### src/design/ampbs_pkg.sv
package ampbs_pkg;
   // pin widths of the external port
   localparam int ADDR_W = 24;
   localparam int DATA_W = 16;
   localparam int BANK_N = 2;
   localparam int FLAG_N = 8;
   localparam int PWM_N = 4;
   localparam int LOW_FLAG_N = 4;
   // address bit that picks the external bank
   localparam int BANK_BIT = 23;
   // address pins that can carry flags and pwm outputs
   localparam int ADDR_FLAG_BASE = 0;
   localparam int ADDR_PWM_BASE = 8;
   // data pins that can carry flags
   localparam int DATA_FLAG_BASE = 0;

   // access timing in ns and derived clock counts
   localparam int CLK_PERIOD_NS = 25;
   localparam int SETUP_T_NS = 25;
   localparam int STROBE_T_NS = 50;
   localparam int HOLD_T_NS = 25;
   localparam int SETUP_CYC = (SETUP_T_NS + CLK_PERIOD_NS - 1) / CLK_PERIOD_NS;
   localparam int STROBE_CYC = (STROBE_T_NS + CLK_PERIOD_NS - 1) / CLK_PERIOD_NS;
   localparam int HOLD_CYC = (HOLD_T_NS + CLK_PERIOD_NS - 1) / CLK_PERIOD_NS;
   localparam int CNT_W = 4;

   // boot select codes, three-pin package
   localparam logic [2:0] BOOT3_SPI_SLAVE = 3'h0;
   localparam logic [2:0] BOOT3_SPI_MASTER = 3'h1;
   localparam logic [2:0] BOOT3_FLASH = 3'h2;
   localparam logic [2:0] BOOT3_NO_BOOT = 3'h3;
   // boot select codes, two-pin package
   localparam logic [1:0] BOOT2_SPI_SLAVE = 2'h0;
   localparam logic [1:0] BOOT2_SPI_MASTER = 2'h1;
   localparam logic [1:0] BOOT2_RESERVED = 2'h2;
   localparam logic [1:0] BOOT2_NO_BOOT = 2'h3;

   // decoded boot mode
   typedef enum logic [4:0] {
      BOOT_SPI_SLAVE = 5'b00001,
      BOOT_SPI_MASTER = 5'b00010,
      BOOT_FLASH = 5'b00100,
      BOOT_NONE = 5'b01000,
      BOOT_RESERVED = 5'b10000
   } ampbs_boot_e;

   // access sequencer states
   typedef enum logic [3:0] {
      ST_IDLE = 4'b0001,
      ST_SETUP = 4'b0010,
      ST_STROBE = 4'b0100,
      ST_HOLD = 4'b1000
   } ampbs_state_e;
endpackage

### src/design/ampbs_boot_if.sv
`timescale 1ns/100ps
// carries the latched boot mode from the decoder to the port
interface ampbs_boot_if;
   import ampbs_pkg::*;
   ampbs_boot_e boot_mode; // decoded mode
   logic boot_valid; // mode latched since reset release
   modport dec (output boot_mode, output boot_valid);
   modport port (input boot_mode, input boot_valid);
endinterface

### src/design/ampbs_port.sv
`timescale 1ns/100ps
module ampbs_port import ampbs_pkg::*; #(
   parameter int STROBE_CNT = STROBE_CYC
) (
   input wire logic clk,
   input wire logic srst,
   // user request side
   input wire logic req_valid,
   output logic req_ready,
   input wire logic req_write,
   input wire logic req_cond,
   input wire logic [ADDR_W-1:0] req_addr,
   input wire logic [DATA_W-1:0] req_wdata,
   output logic [DATA_W-1:0] rsp_rdata,
   output logic rsp_rvalid,
   output logic rsp_done,
   // pin mux configuration
   input wire logic [FLAG_N-1:0] cfg_addr_flag_en,
   input wire logic [PWM_N-1:0] cfg_addr_pwm_en,
   input wire logic [FLAG_N-1:0] cfg_data_flag_en,
   // flag and pwm sources and sinks
   input wire logic [FLAG_N-1:0] addr_muxed_flags_out,
   input wire logic [FLAG_N-1:0] addr_muxed_flags_dir,
   output logic [FLAG_N-1:0] addr_muxed_flags_in,
   input wire logic [PWM_N-1:0] pwm_out,
   input wire logic [FLAG_N-1:0] data_muxed_flags_out,
   input wire logic [FLAG_N-1:0] data_muxed_flags_dir,
   output logic [FLAG_N-1:0] data_muxed_flags_in,
   input wire logic [LOW_FLAG_N-1:0] low_gp_flags_out,
   input wire logic [LOW_FLAG_N-1:0] low_gp_flags_dir,
   output logic [LOW_FLAG_N-1:0] low_gp_flags_in,
   // boot
   input wire logic [2:0] boot_select_pins,
   input wire logic pkg_three_pin,
   input wire logic boot_busy,
   output ampbs_boot_e boot_mode,
   output logic boot_mode_valid,
   // external pins
   input wire logic [ADDR_W-1:0] ext_addr_bus_i,
   output logic [ADDR_W-1:0] ext_addr_bus_o,
   output logic [ADDR_W-1:0] ext_addr_bus_oe,
   input wire logic [DATA_W-1:0] ext_data_bus_i,
   output logic [DATA_W-1:0] ext_data_bus_o,
   output logic [DATA_W-1:0] ext_data_bus_oe,
   input wire logic [LOW_FLAG_N-1:0] low_gp_flags_i,
   output logic [LOW_FLAG_N-1:0] low_gp_flags_o,
   output logic [LOW_FLAG_N-1:0] low_gp_flags_oe,
   input wire logic mem_ack_in,
   output logic [BANK_N-1:0] bank_select_n_o,
   output logic bank_select_n_oe,
   output logic mem_read_strobe_n_o,
   output logic mem_read_strobe_n_oe,
   output logic mem_write_strobe_n_o,
   output logic mem_write_strobe_n_oe
);
   ampbs_boot_if bif ();

   // boot strap decoder
   ampbs_boot_dec u_boot (
      .clk (clk),
      .srst (srst),
      .boot_select_pins (boot_select_pins),
      .pkg_three_pin (pkg_three_pin),
      .bif (bif)
   );

   // sequencer state
   ampbs_state_e st_q, st_d; // access phase
   logic [CNT_W-1:0] cnt_q, cnt_d; // phase cycle counter
   logic [ADDR_W-1:0] addr_q, addr_d; // latched access address
   logic [DATA_W-1:0] wdata_q, wdata_d; // latched write data
   logic wr_q, wr_d; // access is a write
   logic bank_q, bank_d; // decoded bank
   logic [DATA_W-1:0] rdata_q, rdata_d; // captured read word
   logic rvalid_q, rvalid_d; // read word pulse
   logic done_q, done_d; // access end pulse
   logic drive_q, drive_d; // address pins driven

   // mux configuration registers
   logic [FLAG_N-1:0] afl_q, afl_d; // address flag mode bits
   logic [PWM_N-1:0] apw_q, apw_d; // address pwm mode bits
   logic [FLAG_N-1:0] dfl_q, dfl_d; // data flag mode bits

   // pin registers
   logic [ADDR_W-1:0] apin_q, apin_d; // address pin value
   logic [ADDR_W-1:0] aoe_q, aoe_d; // address pin enable
   logic [DATA_W-1:0] dpin_q, dpin_d; // data pin value
   logic [DATA_W-1:0] doe_q, doe_d; // data pin enable
   logic [BANK_N-1:0] bsel_q, bsel_d; // bank selects, active low
   logic rd_q, rd_d; // read strobe, active low
   logic wrs_q, wrs_d; // write strobe, active low
   logic ctl_oe_q, ctl_oe_d; // control pin enable
   logic [LOW_FLAG_N-1:0] lfo_q, lfo_d; // low flag value
   logic [LOW_FLAG_N-1:0] lfe_q, lfe_d; // low flag enable
   logic [FLAG_N-1:0] afi_q, afi_d; // address flag inputs
   logic [FLAG_N-1:0] dfi_q, dfi_d; // data flag inputs
   logic [LOW_FLAG_N-1:0] lfi_q, lfi_d; // low flag inputs

   logic booting; // a boot mode needing the port was latched
   logic busy; // external access in progress

   assign booting = bif.boot_valid && (bif.boot_mode != BOOT_NONE) && (bif.boot_mode != BOOT_RESERVED);
   assign busy = (st_q != ST_IDLE);
   assign req_ready = (st_q == ST_IDLE);

   // access sequencer next state
   always_comb begin
      st_d = st_q;
      cnt_d = cnt_q;
      addr_d = addr_q;
      wdata_d = wdata_q;
      wr_d = wr_q;
      bank_d = bank_q;
      rdata_d = rdata_q;
      rvalid_d = 1'b0;
      done_d = 1'b0;
      drive_d = drive_q || booting;
      unique case (st_q)
         ST_IDLE: begin
            if (req_valid) begin
               if (!req_cond) begin
                  done_d = 1'b1; // false condition: no select
               end else begin
                  // while boot_busy is high in flash boot mode, accesses land on the second bank
                  addr_d = req_addr;
                  bank_d = req_addr[BANK_BIT] || (boot_busy && bif.boot_mode == BOOT_FLASH);
                  wdata_d = req_wdata;
                  wr_d = req_write;
                  drive_d = 1'b1;
                  cnt_d = CNT_W'(SETUP_CYC - 1);
                  st_d = ST_SETUP;
               end
            end
         end
         ST_SETUP: begin
            if (cnt_q == '0) begin
               cnt_d = CNT_W'(STROBE_CNT - 1);
               st_d = ST_STROBE;
            end else begin
               cnt_d = cnt_q - 1'b1;
            end
         end
         ST_STROBE: begin
            if (cnt_q != '0) begin
               cnt_d = cnt_q - 1'b1;
            end else if (mem_ack_in) begin
               // acknowledge high lets the access finish
               if (!wr_q) begin
                  rdata_d = ext_data_bus_i;
                  rvalid_d = 1'b1;
               end
               cnt_d = CNT_W'(HOLD_CYC - 1);
               st_d = ST_HOLD;
            end
         end
         ST_HOLD: begin
            if (cnt_q == '0) begin
               done_d = 1'b1;
               st_d = ST_IDLE;
            end else begin
               cnt_d = cnt_q - 1'b1;
            end
         end
      endcase
   end

   // configuration follows the ports, memory mode from reset
   always_comb begin
      afl_d = cfg_addr_flag_en;
      apw_d = cfg_addr_pwm_en;
      dfl_d = cfg_data_flag_en;
   end

   // per-pin mux of the address bus
   genvar gi;
   generate
      for (gi = 0; gi < ADDR_W; gi++) begin : g_apin
         if (gi >= ADDR_FLAG_BASE && gi < ADDR_FLAG_BASE + FLAG_N) begin : g_flag
            always_comb begin
               if (afl_q[gi - ADDR_FLAG_BASE]) begin
                  apin_d[gi] = addr_muxed_flags_out[gi - ADDR_FLAG_BASE];
                  aoe_d[gi] = addr_muxed_flags_dir[gi - ADDR_FLAG_BASE];
               end else begin
                  apin_d[gi] = addr_q[gi];
                  aoe_d[gi] = drive_q;
               end
            end
         end else if (gi >= ADDR_PWM_BASE && gi < ADDR_PWM_BASE + PWM_N) begin : g_pwm
            always_comb begin
               if (apw_q[gi - ADDR_PWM_BASE]) begin
                  apin_d[gi] = pwm_out[gi - ADDR_PWM_BASE];
                  aoe_d[gi] = 1'b1;
               end else begin
                  apin_d[gi] = addr_q[gi];
                  aoe_d[gi] = drive_q;
               end
            end
         end else begin : g_mem
            always_comb begin
               apin_d[gi] = addr_q[gi];
               aoe_d[gi] = drive_q;
            end
         end
      end
      // per-pin mux of the data bus
      for (gi = 0; gi < DATA_W; gi++) begin : g_dpin
         if (gi >= DATA_FLAG_BASE && gi < DATA_FLAG_BASE + FLAG_N) begin : g_flag
            always_comb begin
               if (dfl_q[gi - DATA_FLAG_BASE]) begin
                  dpin_d[gi] = data_muxed_flags_out[gi - DATA_FLAG_BASE];
                  doe_d[gi] = data_muxed_flags_dir[gi - DATA_FLAG_BASE];
               end else begin
                  dpin_d[gi] = wdata_q[gi];
                  doe_d[gi] = busy && wr_q;
               end
            end
         end else begin : g_mem
            always_comb begin
               dpin_d[gi] = wdata_q[gi];
               doe_d[gi] = busy && wr_q; // data driven only for writes
            end
         end
      end
   endgenerate

   // control pins and flag inputs
   always_comb begin
      for (int b = 0; b < BANK_N; b++) begin
         bsel_d[b] = !(busy && (bank_q == b[0]));
      end
      rd_d = !((st_d == ST_STROBE || st_q == ST_STROBE) && !wr_q && busy);
      wrs_d = !((st_d == ST_STROBE || st_q == ST_STROBE) && wr_q && busy);
      if (st_d != ST_STROBE) begin
         rd_d = 1'b1;
         wrs_d = 1'b1;
      end
      ctl_oe_d = 1'b1; // driven once out of reset
      lfo_d = low_gp_flags_out;
      lfe_d = low_gp_flags_dir;
      afi_d = ext_addr_bus_i[ADDR_FLAG_BASE +: FLAG_N];
      dfi_d = ext_data_bus_i[DATA_FLAG_BASE +: FLAG_N];
      lfi_d = low_gp_flags_i;
   end

   // registers only; reset floats every pin
   always_ff @(posedge clk) begin
      if (srst) begin
         st_q <= ST_IDLE;
         cnt_q <= '0;
         addr_q <= '0;
         wdata_q <= '0;
         wr_q <= 1'b0;
         bank_q <= 1'b0;
         rdata_q <= '0;
         rvalid_q <= 1'b0;
         done_q <= 1'b0;
         drive_q <= 1'b0;
         afl_q <= '0; // memory mode
         apw_q <= '0;
         dfl_q <= '0;
         apin_q <= '0;
         aoe_q <= '0;
         dpin_q <= '0;
         doe_q <= '0;
         bsel_q <= '1;
         rd_q <= 1'b1;
         wrs_q <= 1'b1;
         ctl_oe_q <= 1'b0;
         lfo_q <= '0;
         lfe_q <= '0; // low flags start as inputs
         afi_q <= '0;
         dfi_q <= '0;
         lfi_q <= '0;
      end else begin
         st_q <= st_d;
         cnt_q <= cnt_d;
         addr_q <= addr_d;
         wdata_q <= wdata_d;
         wr_q <= wr_d;
         bank_q <= bank_d;
         rdata_q <= rdata_d;
         rvalid_q <= rvalid_d;
         done_q <= done_d;
         drive_q <= drive_d;
         afl_q <= afl_d;
         apw_q <= apw_d;
         dfl_q <= dfl_d;
         apin_q <= apin_d;
         aoe_q <= aoe_d;
         dpin_q <= dpin_d;
         doe_q <= doe_d;
         bsel_q <= bsel_d;
         rd_q <= rd_d;
         wrs_q <= wrs_d;
         ctl_oe_q <= ctl_oe_d;
         lfo_q <= lfo_d;
         lfe_q <= lfe_d;
         afi_q <= afi_d;
         dfi_q <= dfi_d;
         lfi_q <= lfi_d;
      end
   end

   // outputs
   assign rsp_rdata = rdata_q;
   assign rsp_rvalid = rvalid_q;
   assign rsp_done = done_q;
   assign boot_mode = bif.boot_mode;
   assign boot_mode_valid = bif.boot_valid;
   assign ext_addr_bus_o = apin_q;
   assign ext_addr_bus_oe = aoe_q;
   assign ext_data_bus_o = dpin_q;
   assign ext_data_bus_oe = doe_q;
   assign bank_select_n_o = bsel_q;
   assign bank_select_n_oe = ctl_oe_q;
   assign mem_read_strobe_n_o = rd_q;
   assign mem_read_strobe_n_oe = ctl_oe_q;
   assign mem_write_strobe_n_o = wrs_q;
   assign mem_write_strobe_n_oe = ctl_oe_q;
   assign low_gp_flags_o = lfo_q;
   assign low_gp_flags_oe = lfe_q;
   assign addr_muxed_flags_in = afi_q;
   assign data_muxed_flags_in = dfi_q;
   assign low_gp_flags_in = lfi_q;
endmodule // ampbs_port

### src/design/ampbs_boot_dec.sv
`timescale 1ns/100ps
// latches the boot strap pins once after reset and decodes them
module ampbs_boot_dec import ampbs_pkg::*; (
   input wire logic clk,
   input wire logic srst,
   input wire logic [2:0] boot_select_pins,
   input wire logic pkg_three_pin,
   ampbs_boot_if.dec bif
);
   logic cap_q, cap_d; // strap already taken
   ampbs_boot_e mode_q, mode_d; // latched mode
   ampbs_boot_e dec_mode; // live decode of the pins

   // decode of both package variants
   always_comb begin
      if (pkg_three_pin) begin
         if (boot_select_pins[2]) begin
            dec_mode = BOOT_RESERVED; // 1xx
         end else begin
            unique case (boot_select_pins[1:0])
               BOOT3_SPI_SLAVE[1:0]: dec_mode = BOOT_SPI_SLAVE;
               BOOT3_SPI_MASTER[1:0]: dec_mode = BOOT_SPI_MASTER;
               BOOT3_FLASH[1:0]: dec_mode = BOOT_FLASH;
               BOOT3_NO_BOOT[1:0]: dec_mode = BOOT_NONE;
            endcase
         end
      end else begin
         unique case (boot_select_pins[1:0])
            BOOT2_SPI_SLAVE: dec_mode = BOOT_SPI_SLAVE;
            BOOT2_SPI_MASTER: dec_mode = BOOT_SPI_MASTER;
            BOOT2_RESERVED: dec_mode = BOOT_RESERVED;
            BOOT2_NO_BOOT: dec_mode = BOOT_NONE;
         endcase
      end
   end

   // take the strap at the first edge after reset release
   always_comb begin
      cap_d = 1'b1;
      mode_d = cap_q ? mode_q : dec_mode;
   end

   // registers only
   always_ff @(posedge clk) begin
      if (srst) begin
         cap_q <= 1'b0;
         mode_q <= BOOT_NONE;
      end else begin
         cap_q <= cap_d;
         mode_q <= mode_d;
      end
   end

   assign bif.boot_mode = mode_q;
   assign bif.boot_valid = cap_q;
endmodule // ampbs_boot_dec

### config.mk
export PLATFORM = sky130hd
export DESIGN_NAME = ampbs_port
export DESIGN_NICKNAME = d
export VERILOG_FILES = /design/src/design/ampbs_pkg.sv /design/src/design/ampbs_boot_if.sv /design/src/design/ampbs_port.sv /design/src/design/ampbs_boot_dec.sv
export SDC_FILE = /design/constraint.sdc
export NUM_CORES = 1
export LEC_CHECK = 0
export BUFFER_PORTS_ARGS = -buffer_cell sky130_fd_sc_hd__buf_2
export CORE_MARGIN = 1
export CORE_UTILIZATION = 46
export CTS_CLUSTER_SIZE = 25
export DETAILED_ROUTE_END_ITERATION = 8
export PLACE_DENSITY = 0.78
export SLEW_MARGIN = 20
export SYNTH_ARGS = -nofsm -noshare
export SYNTH_HDL_FRONTEND = slang
export SYNTH_SLANG_ARGS = --single-unit
### constraint.sdc
create_clock -name clk -period 2.4 [get_ports clk]
set_input_delay 0.24 -clock clk [delete_from_list [all_inputs] [get_ports clk]]
set_output_delay 0.24 -clock clk [all_outputs]
set_load 0.01 [all_outputs]
==> flow_summary_export.csv <==
group,metric,value,unit
run_status,status,"completed",
yosys,synth_mux_area_share,6.88,%
yosys,syn_area_per_cell,9.65,sq um
layout,fin_area,8420,sq um
power_and_ir_drop,p_sw_share,23.3,%
timing,maxSlewHeadroom,48.0,%
clock_network,clkSlewWorstSetupHoldPaths,70,ps
yosys,syn_area,6400,sq um
die,core.rowCount,42,
place,hpwl,10800,um
place,port-buffer-count,282,
yosys,async_flop_share,0,%
setup_path,start_kind,"register",
global_routing,grt-ovfl-total,0,
timing,hold_viol,0,
yosys,synth-simple-area-share,20.7,%
layout,area_growth,31.7,%
setup_path,endpoint_kind,"register",
die,die_area,14400,sq um
clock_network,clockBufferDepth,2,
yosys,synth-xor-area-share,0.274,%
yosys,synth_compound_area_share,7.41,%
yosys,yosysUniqueCellTypes,38,
clock_network,cts_hold_buf,0,
layout,layout_common_cells,"buf_2 (281), dfxtp_1 (189), nand2_1 (90)",
power_and_ir_drop,p_comb_share,8.7,%
clock_network,cts_resized,0,
setup_path,critPathKind,"register to register",
layout,fin_nets,1075,
timing,clock_skew,6.83,ps
clock_network,clockRootBuffer,"clkbuf_16",
place,dpl_cell_area,7830,sq um
setup_path,cp_max_fo,7,
power_and_ir_drop,peakVddDrop,0.501,mV
power_and_ir_drop,p_seq_share,49.8,%
global_routing,grt_pass1_vias,4882,
yosys,synth-edff-count,0,
detailed_routing,drt_pre_antenna_iters,4,
yosys,ys_warn_count,0,
detailed_routing,drt_wl_total,15000,um
timing,setup_ws,228,ps
clock_network,clock-sinks,189,
detailed_routing,vias,5259,
global_routing,grt_max_degree,108,
clock_network,cts_tree,"done",
yosys,synth_seq_area_share,59.1,%
detailed_routing,drc,0,
global_routing,grtUsageTotal,21.0,%
flow_run,drv_cap,0,
power_and_ir_drop,p_per_area,799,nW/um^2
clock_network,postCtsSetupBuffers,0,
layout,utilization,62.9,%
timing,fmax,0.460,GHz
place,pre_cts_ws,251,ps
yosys,synth_top_family_by_area,"simple AND/OR/NAND/NOR gates",
layout,final.fill_count,1173,
power_and_ir_drop,p_total,6.73,mW
die,dieWidth,120,um
die,dieHeight,120,um
power_and_ir_drop,intPower,5.16,mW
timing,finalSetupTns,0,ps
detailed_routing,ant_nets,0,
layout,layout.cells.non_filler,1103,
power_and_ir_drop,p_sw,1.57,mW
die,coreArea,13400,sq um
clock_network,insertion_delay,420,ps
setup_path,critPathArrivalTime,2470,ps
place,dp_cells,1071,
setup_path,crit_required,2700,ps
yosys,synth_adder_area_share,0.391,%
timing,rsz0062_at_grt,"no",
clock_network,htree_num_levels,4,
yosys,netlist_instances,663,
timing,setup_viol,0,
place,gp_congestion,0.798,
layout,final_common_cell,"buf_2",
die,start_util,47.7,%
setup_path,r2r_slack,230,ps
worst_hold_path,min_path_type,"input port to register",
clock_network,cts_buffers,17,
power_and_ir_drop,clkPwrFrac,41.4,%
yosys,synth_fp_nets,824,
yosys,yosys_register_bits,189,
die,io_pins,299,
power_and_ir_drop,cellLeakagePower,4.03,nW
timing,hold_ws,23.4,ps
timing,final_max_slew_viol_count,0,
detailed_routing,drt-initial-drc-count,309,
yosys,synthFlopType,"dfxtp_1",
timing,finalCritPeriodShare,90.5,%
timing,period_needed,2170,ps
detailed_routing,wl_per_cell,13.6,um
global_routing,grt_pass1_wl,23400,um
global_routing,antenna_found_initial,1,
timing,tightest_slew,780,ps
layout,diodes,0,
layout,drive_above_1_share,35.0,%
detailed_routing,avgViaCountPerCell,4.77,
==> flip-flops by register name (all words and copies together) (netlist names), 8 cells and up <==
register / cells
ext_data_bus_o: 16
dfl_q: 8
ext_addr_bus_oe: 13
afl_q: 8
ext_addr_bus_o: 24
addr_muxed_flags_in: 8
ext_data_bus_oe: 9
addr_q: 24
wdata_q: 16
rsp_rdata: 16
data_muxed_flags_in: 8
==> path summary, 6_finish.rpt <==
check,start,endpoint,depth (start not counted)
max,cnt_q[0]$_SDFFE_PP0P_,mem_read_strobe_n_o$_SDFF_PP1_,7
min,low_gp_flags_dir[0],low_gp_flags_oe[0]$_SDFF_PP0_,2
max reg2reg,cnt_q[0]$_SDFFE_PP0P_,mem_read_strobe_n_o$_SDFF_PP1_,7
min reg2reg,bank_q$_SDFFE_PP0P_,bank_select_n_o[1]$_SDFF_PP1_,1
==> synth_stat cells (all sizes together) (2+ instances only) <==
| library cell | count | share of area (%) |
|---|---|---|
| nor2b | 70 | 6.8 |
| inv | 5 | 0.29 |
| a211oi | 2 | 0.23 |
| a21oi | 64 | 5.0 |
| nand2b | 6 | 0.59 |
| nand2 | 90 | 5.3 |
| or4 | 2 | 0.23 |
| buf | 28 | 3.1 |
| o21ai | 7 | 0.55 |
| nand3b | 2 | 0.23 |
| or3b | 3 | 0.41 |
| mux2i | 44 | 6.9 |
| o31ai | 2 | 0.23 |
| nor2 | 84 | 5.0 |
| or3 | 3 | 0.29 |
| nand3 | 2 | 0.16 |
| ha | 2 | 0.39 |
| o41ai | 2 | 0.27 |
| dfxtp | 189 | 59 |
| a22oi | 3 | 0.35 |
| nand4bb | 2 | 0.35 |
| clkbuf | 30 | 1.8 |
| nor3 | 8 | 0.63 |
| xnor2 | 2 | 0.27 |
| nor3b | 3 | 0.43 |
==> worst max-delay path: stages (launching register included) <==
cell and delay, ps:
dfxtp_1 330, inv_1 80, ha_1 150, or3b_1 470, nor3b_2 210, a21oi_1 50, or3_1 350, or4_1 410
==> kinds of logic (layout without fill, tap and decap cells) <==
group	count (synthesis)	in the layout
multiplexers	44	44
AO/OA/AOI/OAI	86	86
adder cells (fa/ha/maj)	2	2
AND/OR/NAND/NOR	277	277
flip-flops	189	189
XOR/XNOR	2	2
buffers and inverters	63	327
==> final cells by class <==
cell class	instances	area [sq um]	area share (%)
Clock buffer	21	460	5.47
Sequential cell	189	3780	44.9
Tap cell	176	220	2.61
Clock inverter	11	131	1.56
Inverter	5	18.8	0.223
Timing Repair Buffer	290	1520	18.0
Multi-Input combinational cell	411	2290	27.2
==> per-layer routing <==
| metal | wire (um) | GRT usage (%) |
|---|---|---|
| met1 | 6100 | 23.2 |
| met2 | 7570 | 37.0 |
| met3 | 982 | 6.13 |
| met4 | 350 | 9.14 |
| met5 | 0 | 0 |
==> power groups by stage <==
| stage | combinational, mW | clock [mW] | sequential (mW) |
|---|---|---|---|
| finish | 0.588 | 2.79 | 3.35 |
| global route | 0.653 | 2.98 | 3.37 |
| CTS | 0.595 | 2.85 | 3.36 |
| detailed placement | 0.591 | 0 | 3.43 |
| global placement | 0.582 | 0 | 3.42 |
| floorplan | 0.296 | 0 | 3.45 |
Power figures use the tool's default switching activity.
